`config.mk`:
```
export PLATFORM = sky130hd
export DESIGN_NAME = tspc_timer
export DESIGN_NICKNAME = d
export VERILOG_FILES = /design/src/verilog/tspc_pkg.sv /design/src/verilog/tspc_timer.sv
export SDC_FILE = /design/constraint.sdc
export NUM_CORES = 1
export LEC_CHECK = 0
export BUFFER_PORTS_ARGS = -buffer_cell sky130_fd_sc_hd__buf_2
export CAP_MARGIN = 40
export CORE_MARGIN = 1
export CORE_UTILIZATION = 41
export CTS_CLUSTER_DIAMETER = 120
export CTS_CLUSTER_SIZE = 40
export DETAILED_ROUTE_END_ITERATION = 7
export PLACE_DENSITY = 0.63
export SLEW_MARGIN = 5
export SYNTH_ARGS = -nofsm -noshare
export SYNTH_HDL_FRONTEND = slang
export SYNTH_SLANG_ARGS = --single-unit
```
`constraint.sdc`:
```
create_clock -name clk_sys -period 2.9 [get_ports clk_sys]
set_clock_uncertainty 0.05 [all_clocks]
set_input_delay 0.87 -clock clk_sys [delete_from_list [all_inputs] [get_ports clk_sys]]
set_output_delay 0.87 -clock clk_sys [all_outputs]
set_load 0.02 [all_outputs]
```
`src/verilog/tspc_pkg.sv`:
```
package tspc_pkg;
   // register indices on the plain register port
   localparam logic [2:0] ADDR_CTRL0    = 3'h0;
   localparam logic [2:0] ADDR_CTRL1    = 3'h1;
   localparam logic [2:0] ADDR_CMPA_LO  = 3'h2;
   localparam logic [2:0] ADDR_CMPA_HI  = 3'h3;
   localparam logic [2:0] ADDR_CMPP     = 3'h4;
   localparam logic [2:0] ADDR_COUNT_LO = 3'h5;
   localparam logic [2:0] ADDR_COUNT_HI = 3'h6;
   localparam logic [2:0] ADDR_STATUS   = 3'h7;

   // timer_control_zero field
   localparam int RUN_BIT = 3;

   // timer_control_one fields
   localparam int MODE_HI_BIT = 7;
   localparam int MODE_LO_BIT = 6;
   localparam int OUTF_HI_BIT = 5;
   localparam int OUTF_LO_BIT = 4;
   localparam int OLC_BIT     = 3;
   localparam int OINV_BIT    = 2;
   localparam int CSRC_BIT    = 1;
   localparam int CCLR_BIT    = 0;

   // status fields, write one to clear
   localparam int FLAG_A_BIT = 0;
   localparam int FLAG_P_BIT = 1;

   // mode select and output function codes
   localparam logic [1:0] MODE_CAPTURE = 2'h1;
   localparam logic [1:0] MODE_PULSE   = 2'h2;
   localparam logic [1:0] OUTF_SINGLE  = 2'h3;
   localparam logic [1:0] CAP_RISE     = 2'h0;
   localparam logic [1:0] CAP_FALL     = 2'h1;
   localparam logic [1:0] CAP_BOTH     = 2'h2;
   localparam logic [1:0] CAP_OFF      = 2'h3;

   // reset values
   localparam logic [7:0]  CTRL1_RESET = 8'h00;
   localparam logic [15:0] CMPA_RESET  = 16'h0000;
   localparam logic [7:0]  CMPP_RESET  = 8'h00;
   localparam logic [15:0] COUNT_RESET = 16'h0000;

   // timing: 20 MHz system clock, timer tick is system clock divided
   localparam int SYS_CLK_HZ    = 20000000;
   localparam int TICK_DIV      = 4;
   localparam int TICK_W        = 2;
   localparam int TIMER_CLK_HZ  = SYS_CLK_HZ / TICK_DIV;
   // flag delay after capture latch, half a timer clock
   localparam int HALF_TICK_CYC = SYS_CLK_HZ / (2 * TIMER_CLK_HZ);
   localparam int DLY_W         = 2;
endpackage : tspc_pkg

```
`src/verilog/tspc_timer.sv`:
```
// Design decisions made here: the register offsets and the address-and-strobe port.
`timescale 1ns/10ps
module tspc_timer (
   // clock and reset
   input  wire logic       clk_sys,
   input  wire logic       reset,
   // register port
   input  wire logic [2:0] reg_addr,
   input  wire logic [7:0] reg_wdata,
   input  wire logic       reg_write,
   input  wire logic       reg_read,
   output logic      [7:0] reg_rdata,
   // pins
   input  wire logic       ext_trigger_pin,
   input  wire logic       capture_pin,
   output logic            timer_out,
   // interrupt request pulse
   output logic            timer_irq
);
   import tspc_pkg::*;

   localparam int FLAG_D = HALF_TICK_CYC + 1;

   logic             counter_run_bit;
   logic             run_q;
   logic [7:0]       timer_control_one;
   logic [15:0]      compare_a_value;
   logic [7:0]       compare_p_value;
   logic [15:0]      count;
   logic [15:0]      next_count;
   logic [TICK_W-1:0] tick_cnt;
   logic             tick;
   logic             trig_s1;
   logic             trig_s2;
   logic             trig_s3;
   logic             cap_s1;
   logic             cap_s2;
   logic             cap_s3;
   logic             compare_a_flag;
   logic             compare_p_flag;
   logic [DLY_W-1:0] a_delay;
   logic [1:0]       mode_sel;
   logic [1:0]       out_func;
   logic             output_level_control;
   logic             output_invert;
   logic             capture_source_select;
   logic             pulse_mode;
   logic             cap_mode;
   logic             trig_rise;
   logic             src_now;
   logic             src_prev;
   logic             cap_event;
   logic             a_hit;
   logic             p_hit;
   logic             run_rise;
   logic             set_a;
   logic             set_p;
   logic             wr_ctrl0;
   logic             wr_status;
   logic [7:0]       next_rdata;

   // active capture edge for the selected edge type
   function automatic logic edge_hit(input logic [1:0] sel,
                                     input logic       now,
                                     input logic       prev);
      case (sel)
         CAP_RISE: edge_hit = now & ~prev;
         CAP_FALL: edge_hit = ~now & prev;
         CAP_BOTH: edge_hit = now ^ prev;
         default:  edge_hit = 1'b0;
      endcase
   endfunction : edge_hit

   // last count before compare P wraps; zero wraps at all ones
   function automatic logic [15:0] p_limit(input logic [7:0] cmp);
      p_limit = {cmp - 8'h01, 8'hFF};
   endfunction : p_limit

   assign mode_sel              = {timer_control_one[MODE_HI_BIT],
                                   timer_control_one[MODE_LO_BIT]};
   assign out_func              = {timer_control_one[OUTF_HI_BIT],
                                   timer_control_one[OUTF_LO_BIT]};
   assign output_level_control  = timer_control_one[OLC_BIT];
   assign output_invert         = timer_control_one[OINV_BIT];
   assign capture_source_select = timer_control_one[CSRC_BIT];

   assign pulse_mode = (mode_sel == MODE_PULSE)
                       && (out_func == OUTF_SINGLE);
   assign cap_mode   = (mode_sel == MODE_CAPTURE);

   assign wr_ctrl0  = reg_write && (reg_addr == ADDR_CTRL0);
   assign wr_status = reg_write && (reg_addr == ADDR_STATUS);

   // timer tick divider
   always_ff @(posedge clk_sys) begin
      if (reset) begin
         tick_cnt <= '0;
         tick     <= 1'b0;
      end else begin
         tick <= (tick_cnt == TICK_W'(TICK_DIV - 1));
         if (tick_cnt == TICK_W'(TICK_DIV - 1)) begin
            tick_cnt <= '0;
         end else begin
            tick_cnt <= tick_cnt + TICK_W'(1);
         end
      end
   end

   // pin synchronisers, third stage only for edge detection
   always_ff @(posedge clk_sys) begin
      if (reset) begin
         trig_s1 <= 1'b0;
         trig_s2 <= 1'b0;
         trig_s3 <= 1'b0;
         cap_s1  <= 1'b0;
         cap_s2  <= 1'b0;
         cap_s3  <= 1'b0;
      end else begin
         trig_s1 <= ext_trigger_pin;
         trig_s2 <= trig_s1;
         trig_s3 <= trig_s2;
         cap_s1  <= capture_pin;
         cap_s2  <= cap_s1;
         cap_s3  <= cap_s2;
      end
   end

   assign trig_rise = trig_s2 & ~trig_s3;
   assign src_now   = capture_source_select ? trig_s2 : cap_s2;
   assign src_prev  = capture_source_select ? trig_s3 : cap_s3;
   // latched from synced pin at once, well inside 1.5 ticks
   assign cap_event = cap_mode
                      && edge_hit(out_func, src_now, src_prev);

   assign next_count = count + 16'h0001;
   assign run_rise   = counter_run_bit && !run_q;
   assign a_hit      = pulse_mode && counter_run_bit && tick
                       && (next_count == compare_a_value);
   // compare P only acts in capture mode
   assign p_hit      = cap_mode && counter_run_bit && tick
                       && (count == p_limit(compare_p_value));

   // software control registers
   always_ff @(posedge clk_sys) begin
      if (reset) begin
         timer_control_one <= CTRL1_RESET;
         compare_p_value   <= CMPP_RESET;
      end else if (reg_write) begin
         if (reg_addr == ADDR_CTRL1) begin
            timer_control_one <= reg_wdata;
         end
         if (reg_addr == ADDR_CMPP) begin
            compare_p_value <= reg_wdata;
         end
      end
   end

   // run bit: trigger set wins, then software, then compare A clear
   always_ff @(posedge clk_sys) begin
      if (reset) begin
         counter_run_bit <= 1'b0;
         run_q           <= 1'b0;
      end else begin
         run_q <= counter_run_bit;
         if (pulse_mode && trig_rise) begin
            counter_run_bit <= 1'b1;
         end else if (wr_ctrl0) begin
            counter_run_bit <= reg_wdata[RUN_BIT];
         end else if (a_hit) begin
            counter_run_bit <= 1'b0;
         end
      end
   end

   // counter
   always_ff @(posedge clk_sys) begin
      if (reset) begin
         count <= COUNT_RESET;
      end else if (run_rise) begin
         count <= COUNT_RESET;
      end else if (p_hit) begin
         count <= COUNT_RESET;
      end else if (counter_run_bit && tick) begin
         count <= next_count;
      end
   end

   // compare A value, capture overrides a software write
   always_ff @(posedge clk_sys) begin
      if (reset) begin
         compare_a_value <= CMPA_RESET;
      end else if (cap_event) begin
         compare_a_value <= count;
      end else if (reg_write && (reg_addr == ADDR_CMPA_LO)) begin
         compare_a_value[7:0] <= reg_wdata;
      end else if (reg_write && (reg_addr == ADDR_CMPA_HI)) begin
         compare_a_value[15:8] <= reg_wdata;
      end
   end

   // half tick delay from capture latch to compare A flag
   always_ff @(posedge clk_sys) begin
      if (reset) begin
         a_delay <= '0;
      end else if (cap_event) begin
         a_delay <= DLY_W'(HALF_TICK_CYC);
      end else if (a_delay != '0) begin
         a_delay <= a_delay - DLY_W'(1);
      end
   end

   assign set_a = a_hit || (a_delay == DLY_W'(1));
   assign set_p = p_hit;

   // sticky flags, a set beats a clear in the same cycle
   always_ff @(posedge clk_sys) begin
      if (reset) begin
         compare_a_flag <= 1'b0;
         compare_p_flag <= 1'b0;
         timer_irq      <= 1'b0;
      end else begin
         timer_irq <= set_a || set_p;
         if (set_a) begin
            compare_a_flag <= 1'b1;
         end else if (wr_status && reg_wdata[FLAG_A_BIT]) begin
            compare_a_flag <= 1'b0;
         end
         if (set_p) begin
            compare_p_flag <= 1'b1;
         end else if (wr_status && reg_wdata[FLAG_P_BIT]) begin
            compare_p_flag <= 1'b0;
         end
      end
   end

   // pulse output; capture and other modes leave it low
   always_ff @(posedge clk_sys) begin
      if (reset) begin
         timer_out <= 1'b0;
      end else if (pulse_mode) begin
         timer_out <= (counter_run_bit ? output_level_control
                       : ~output_level_control)
                      ^ output_invert;
      end else begin
         timer_out <= 1'b0;
      end
   end

   // read data, valid only in the cycle after the strobe
   always_comb begin
      next_rdata = 8'h00;
      case (reg_addr)
         ADDR_CTRL0:    next_rdata[RUN_BIT] = counter_run_bit;
         ADDR_CTRL1:    next_rdata = timer_control_one;
         ADDR_CMPA_LO:  next_rdata = compare_a_value[7:0];
         ADDR_CMPA_HI:  next_rdata = compare_a_value[15:8];
         ADDR_CMPP:     next_rdata = compare_p_value;
         ADDR_COUNT_LO: next_rdata = count[7:0];
         ADDR_COUNT_HI: next_rdata = count[15:8];
         ADDR_STATUS: begin
            next_rdata[FLAG_A_BIT] = compare_a_flag;
            next_rdata[FLAG_P_BIT] = compare_p_flag;
         end
         default:       next_rdata = 8'h00;
      endcase
   end

   always_ff @(posedge clk_sys) begin
      if (reset) begin
         reg_rdata <= 8'h00;
      end else begin
         reg_rdata <= reg_read ? next_rdata : 8'h00;
      end
   end
endmodule : tspc_timer

```
==> impl_metrics.env <==
export IMPL_synth_xor_area_share_pct=10.5
export IMPL_worst_setup_hold_path_clk_slew_ns=0.08
export IMPL_dp_worst_setup_slack_ns=0.362
export IMPL_tns_ns=0
export IMPL_final_cell_area_um2=4480
export IMPL_criticalPathCategory="flip-flop to flip-flop"
export IMPL_timing_hold_worst_class="flip-flop to flip-flop"
export IMPL_net_switching_power_uw=524
export IMPL_first_pass_iters=5
export IMPL_slowest_stage="or4_1"
export IMPL_async_flop_share_pct=0
export IMPL_viasPerCell=5.66
export IMPL_regArea_um2=1460
export IMPL_finalHoldViolations=0
export IMPL_internal_power_uw=1580
export IMPL_initial_antenna_violation_count=0
export IMPL_flip_flop_cell_with_the_highest_count_after_synthesis="dfxtp_1"
export IMPL_yosysWarningCount=0
export IMPL_yosys_area_top_type_share_pct=36.5
export IMPL_share_comb_of_total_power_pct=8.0
export IMPL_layoutNonFillerInstCount=625
export IMPL_grtUsageTotal_pct=22.2
export IMPL_cts_tree="built"
export IMPL_layout_core_utilization_pct=48.0
export IMPL_synthSimpleGateAreaFrac_pct=22.4
export IMPL_clockPowerShare_pct=42.4
export IMPL_setup_repair_after_global_routing_missed_its_margin="false"
export IMPL_multi_input_area_um2=2350
export IMPL_ir_drop_mv=0.373
export IMPL_antenna_violating_nets_left=0
export IMPL_critPathLaunchType="flip-flop"
export IMPL_grt_first_pass_wirelength_um=17000
export IMPL_aggregate_routed_wire_length_um=10600
export IMPL_synth_area_mux_share_pct=11.5
export IMPL_end_kind="flip-flop"
export IMPL_per_cell_routed_wire_length_um=17.0
export IMPL_crit_path_max_incr_delay_ns=0.54
export IMPL_gp_routability_congestion=0.908
export IMPL_series_of_cell_instances_along_the_critical_path="ha_1 > nand3_1 > or4_1 > or3_1 > a21oi_1 > o2111ai_1 > o2bb2ai_1"
export IMPL_max_cap_violations=0
export IMPL_detail_route_iter0_violations=245
export IMPL_crit_fanout=7
export IMPL_numCtsBuffers=9
export IMPL_die_width_um=101
export IMPL_detailed_place_hpwl_um=7810
export IMPL_timing_final_ws_setup_ns=0.341
export IMPL_die_height_um=101
export IMPL_synth_top_family_by_area="simple AND/OR/NAND/NOR gates"
export IMPL_synthDominantAreaCellType="dfxtp_1"
export IMPL_power_density_nw_per_um2=469
export IMPL_clock_latency_ns=0.35
export IMPL_reg_power_share_pct=49.6
export IMPL_placement_rows=35
export IMPL_tightestPinTransition_ns=0.528
export IMPL_overflow=0
export IMPL_cts_hold_fix_buffers=0
export IMPL_post_synth_top_count_cell="dfxtp_1"
export IMPL_num_antenna_cells=0
export IMPL_postSynthRegisterBits=73
export IMPL_netlist_cell_type_count=47
export IMPL_initial_utilization_pct=42.9
export IMPL_via_count_of_the_first_global_routing_pass=3180
export IMPL_mean_cell_area_of_the_mapped_netlist_um2=8.39
export IMPL_clock_sink_count=73
export IMPL_layout_worst_path_cycle_share_pct=88.2
export IMPL_drive_gt1_share_pct=14.3
export IMPL_post_place_instance_area_um2=4260
export IMPL_dr_total_vias=3540
export IMPL_switching_fraction_of_total_power_pct=25.0
export IMPL_leading_cell_types_by_count_after_synthesis="dfxtp_1, nor2_1, nand2_1"
export IMPL_post_cts_resized_instances=0
export IMPL_leading_post_synthesis_cells_by_cell_area="dfxtp_1, mux2i_1, xnor2_1"
export IMPL_final_net_count=513
export IMPL_required_time_at_the_worst_slack_endpoint_ns=3.09
export IMPL_synth_nets=499
export IMPL_post_synth_fa_ha_maj_area_fraction_pct=1.56
export IMPL_post_synth_inst_count=477
export IMPL_static_leakage_power_uw=0.00168
export IMPL_root_buffer="clkbuf_8"
export IMPL_setup_violations_final=0
export IMPL_synth_edf_count=0
export IMPL_core_area_um2=9330
export IMPL_cts_setup_buffers=0
export IMPL_ys_seq_area_share_pct=36.5
export IMPL_synth_compound_gate_area_share_pct=12.7
export IMPL_floorplan_io_pins=27
export IMPL_layout_area_overhead_pct=11.9
export IMPL_worst_endpoint_arrival_ns=2.75
export IMPL_clock_tree_htree_level_count=3
export IMPL_maximum_number_of_pins_on_one_net_before_global_route_repair=33
export IMPL_drc_violations_left=0
export IMPL_fillerInstances=887
export IMPL_outcome="complete, no violations"
export IMPL_place_inst=609
export IMPL_clk_path_buf_depth=2
export IMPL_finalWorstPathRequiredPeriod_ns=2.56
export IMPL_floorplan_die_area_um2=10200
export IMPL_maxSlewHeadroom_pct=64.5
export IMPL_numPortBuffers=26
export IMPL_post_synth_instance_area_um2=4000
export IMPL_number_of_pins_with_negative_max_slew_slack_in_the_final_report=0
export IMPL_f_max_mhz=391
## logic make-up after synthesis
group           Yosys count
fa+ha+maj                 5
buf+inv                  49
compound gates           79
flops                    73
xor+xnor                 48
mux                      44
simple gates            179
## power groups by stage
stage | logic [uW] | clock network [uW] | registers (uW)
5_1_grt | 182 | 944 | 1040
6_report | 167 | 890 | 1040
3_3_place_gp | 163 | 0 | 1060
2_1_floorplan | 112 | 0 | 1060
3_5_place_dp | 166 | 0 | 1070
4_1_cts | 166 | 909 | 1040
## registers in the layout, summed over array words and instances (netlist names), 2 cells and up
register / cells
timer_control_one: 8
tick_cnt: 2
reg_rdata: 8
compare_a_value: 16
count: 16
a_delay: 2
compare_p_value: 8
## metrics by stage
stage | total power, uW | hold WS [ns]
after CTS | 2120 | 0.392
after global routing | 2170 | 0.398
after global placement | 1230 | 0.365
after floorplan | 1170 | 0.358
final | 2100 | 0.385
after detailed placement | 1230 | 0.372
## final timing paths
kind	startpoint	endpoint	slack [ns]	cells after the start
hold reg to reg	tick_cnt[0]$_SDFF_PP0_	tick_cnt[0]$_SDFF_PP0_	0.38	1
setup reg to reg	count[1]$_SDFFE_PP0P_	counter_run_bit$_SDFFE_PP0P_	0.34	7
hold / removal	tick_cnt[0]$_SDFF_PP0_	tick_cnt[0]$_SDFF_PP0_	0.38	1
setup / recovery	count[1]$_SDFFE_PP0P_	counter_run_bit$_SDFFE_PP0P_	0.34	7
## final cells by class
cell class | instances | area share, %
Clock buffer | 9 | 2.77
Tap cell | 129 | 3.60
Multi-Input combinational cell | 355 | 52.4
Sequential cell | 73 | 32.6
Inverter | 9 | 0.754
Timing Repair Buffer | 43 | 5.76
Clock inverter | 7 | 2.10
## per-layer routing
metal  global-route usage (%)  vias up  share of wire (%)
li1                         -     1703                  -
met1                     30.7     1654                 45
met2                     33.2      154                 44
met3                     3.88       29                7.2
met4                     10.8        0                3.3
met5                        0        -                  0
## worst max-delay path, delay by kind of cell (launching register included)
family                     cells  cell delay (ns)
DFF                            1             0.43
AOI/OAI and AO/OA              3             0.60
adders and majority gates      1             0.33
and+or+nand+nor                3             1.05
## cells in the final DEF (no fill, tap or decap), drive strengths merged, types with 12 or more instances in the layout
cell type | Yosys | routed
nand3 | 17 | 17
xnor2 | 30 | 30
nor2b | 12 | 12
nor2 | 53 | 53
a21oi | 24 | 24
nand2 | 40 | 40
dfxtp | 73 | 73
o21ai | 13 | 13
a211oi | 20 | 20
mux2i | 37 | 37
xor2 | 18 | 18
buf | 14 | 43
Note: power is estimated with default switching activity, not from simulation.
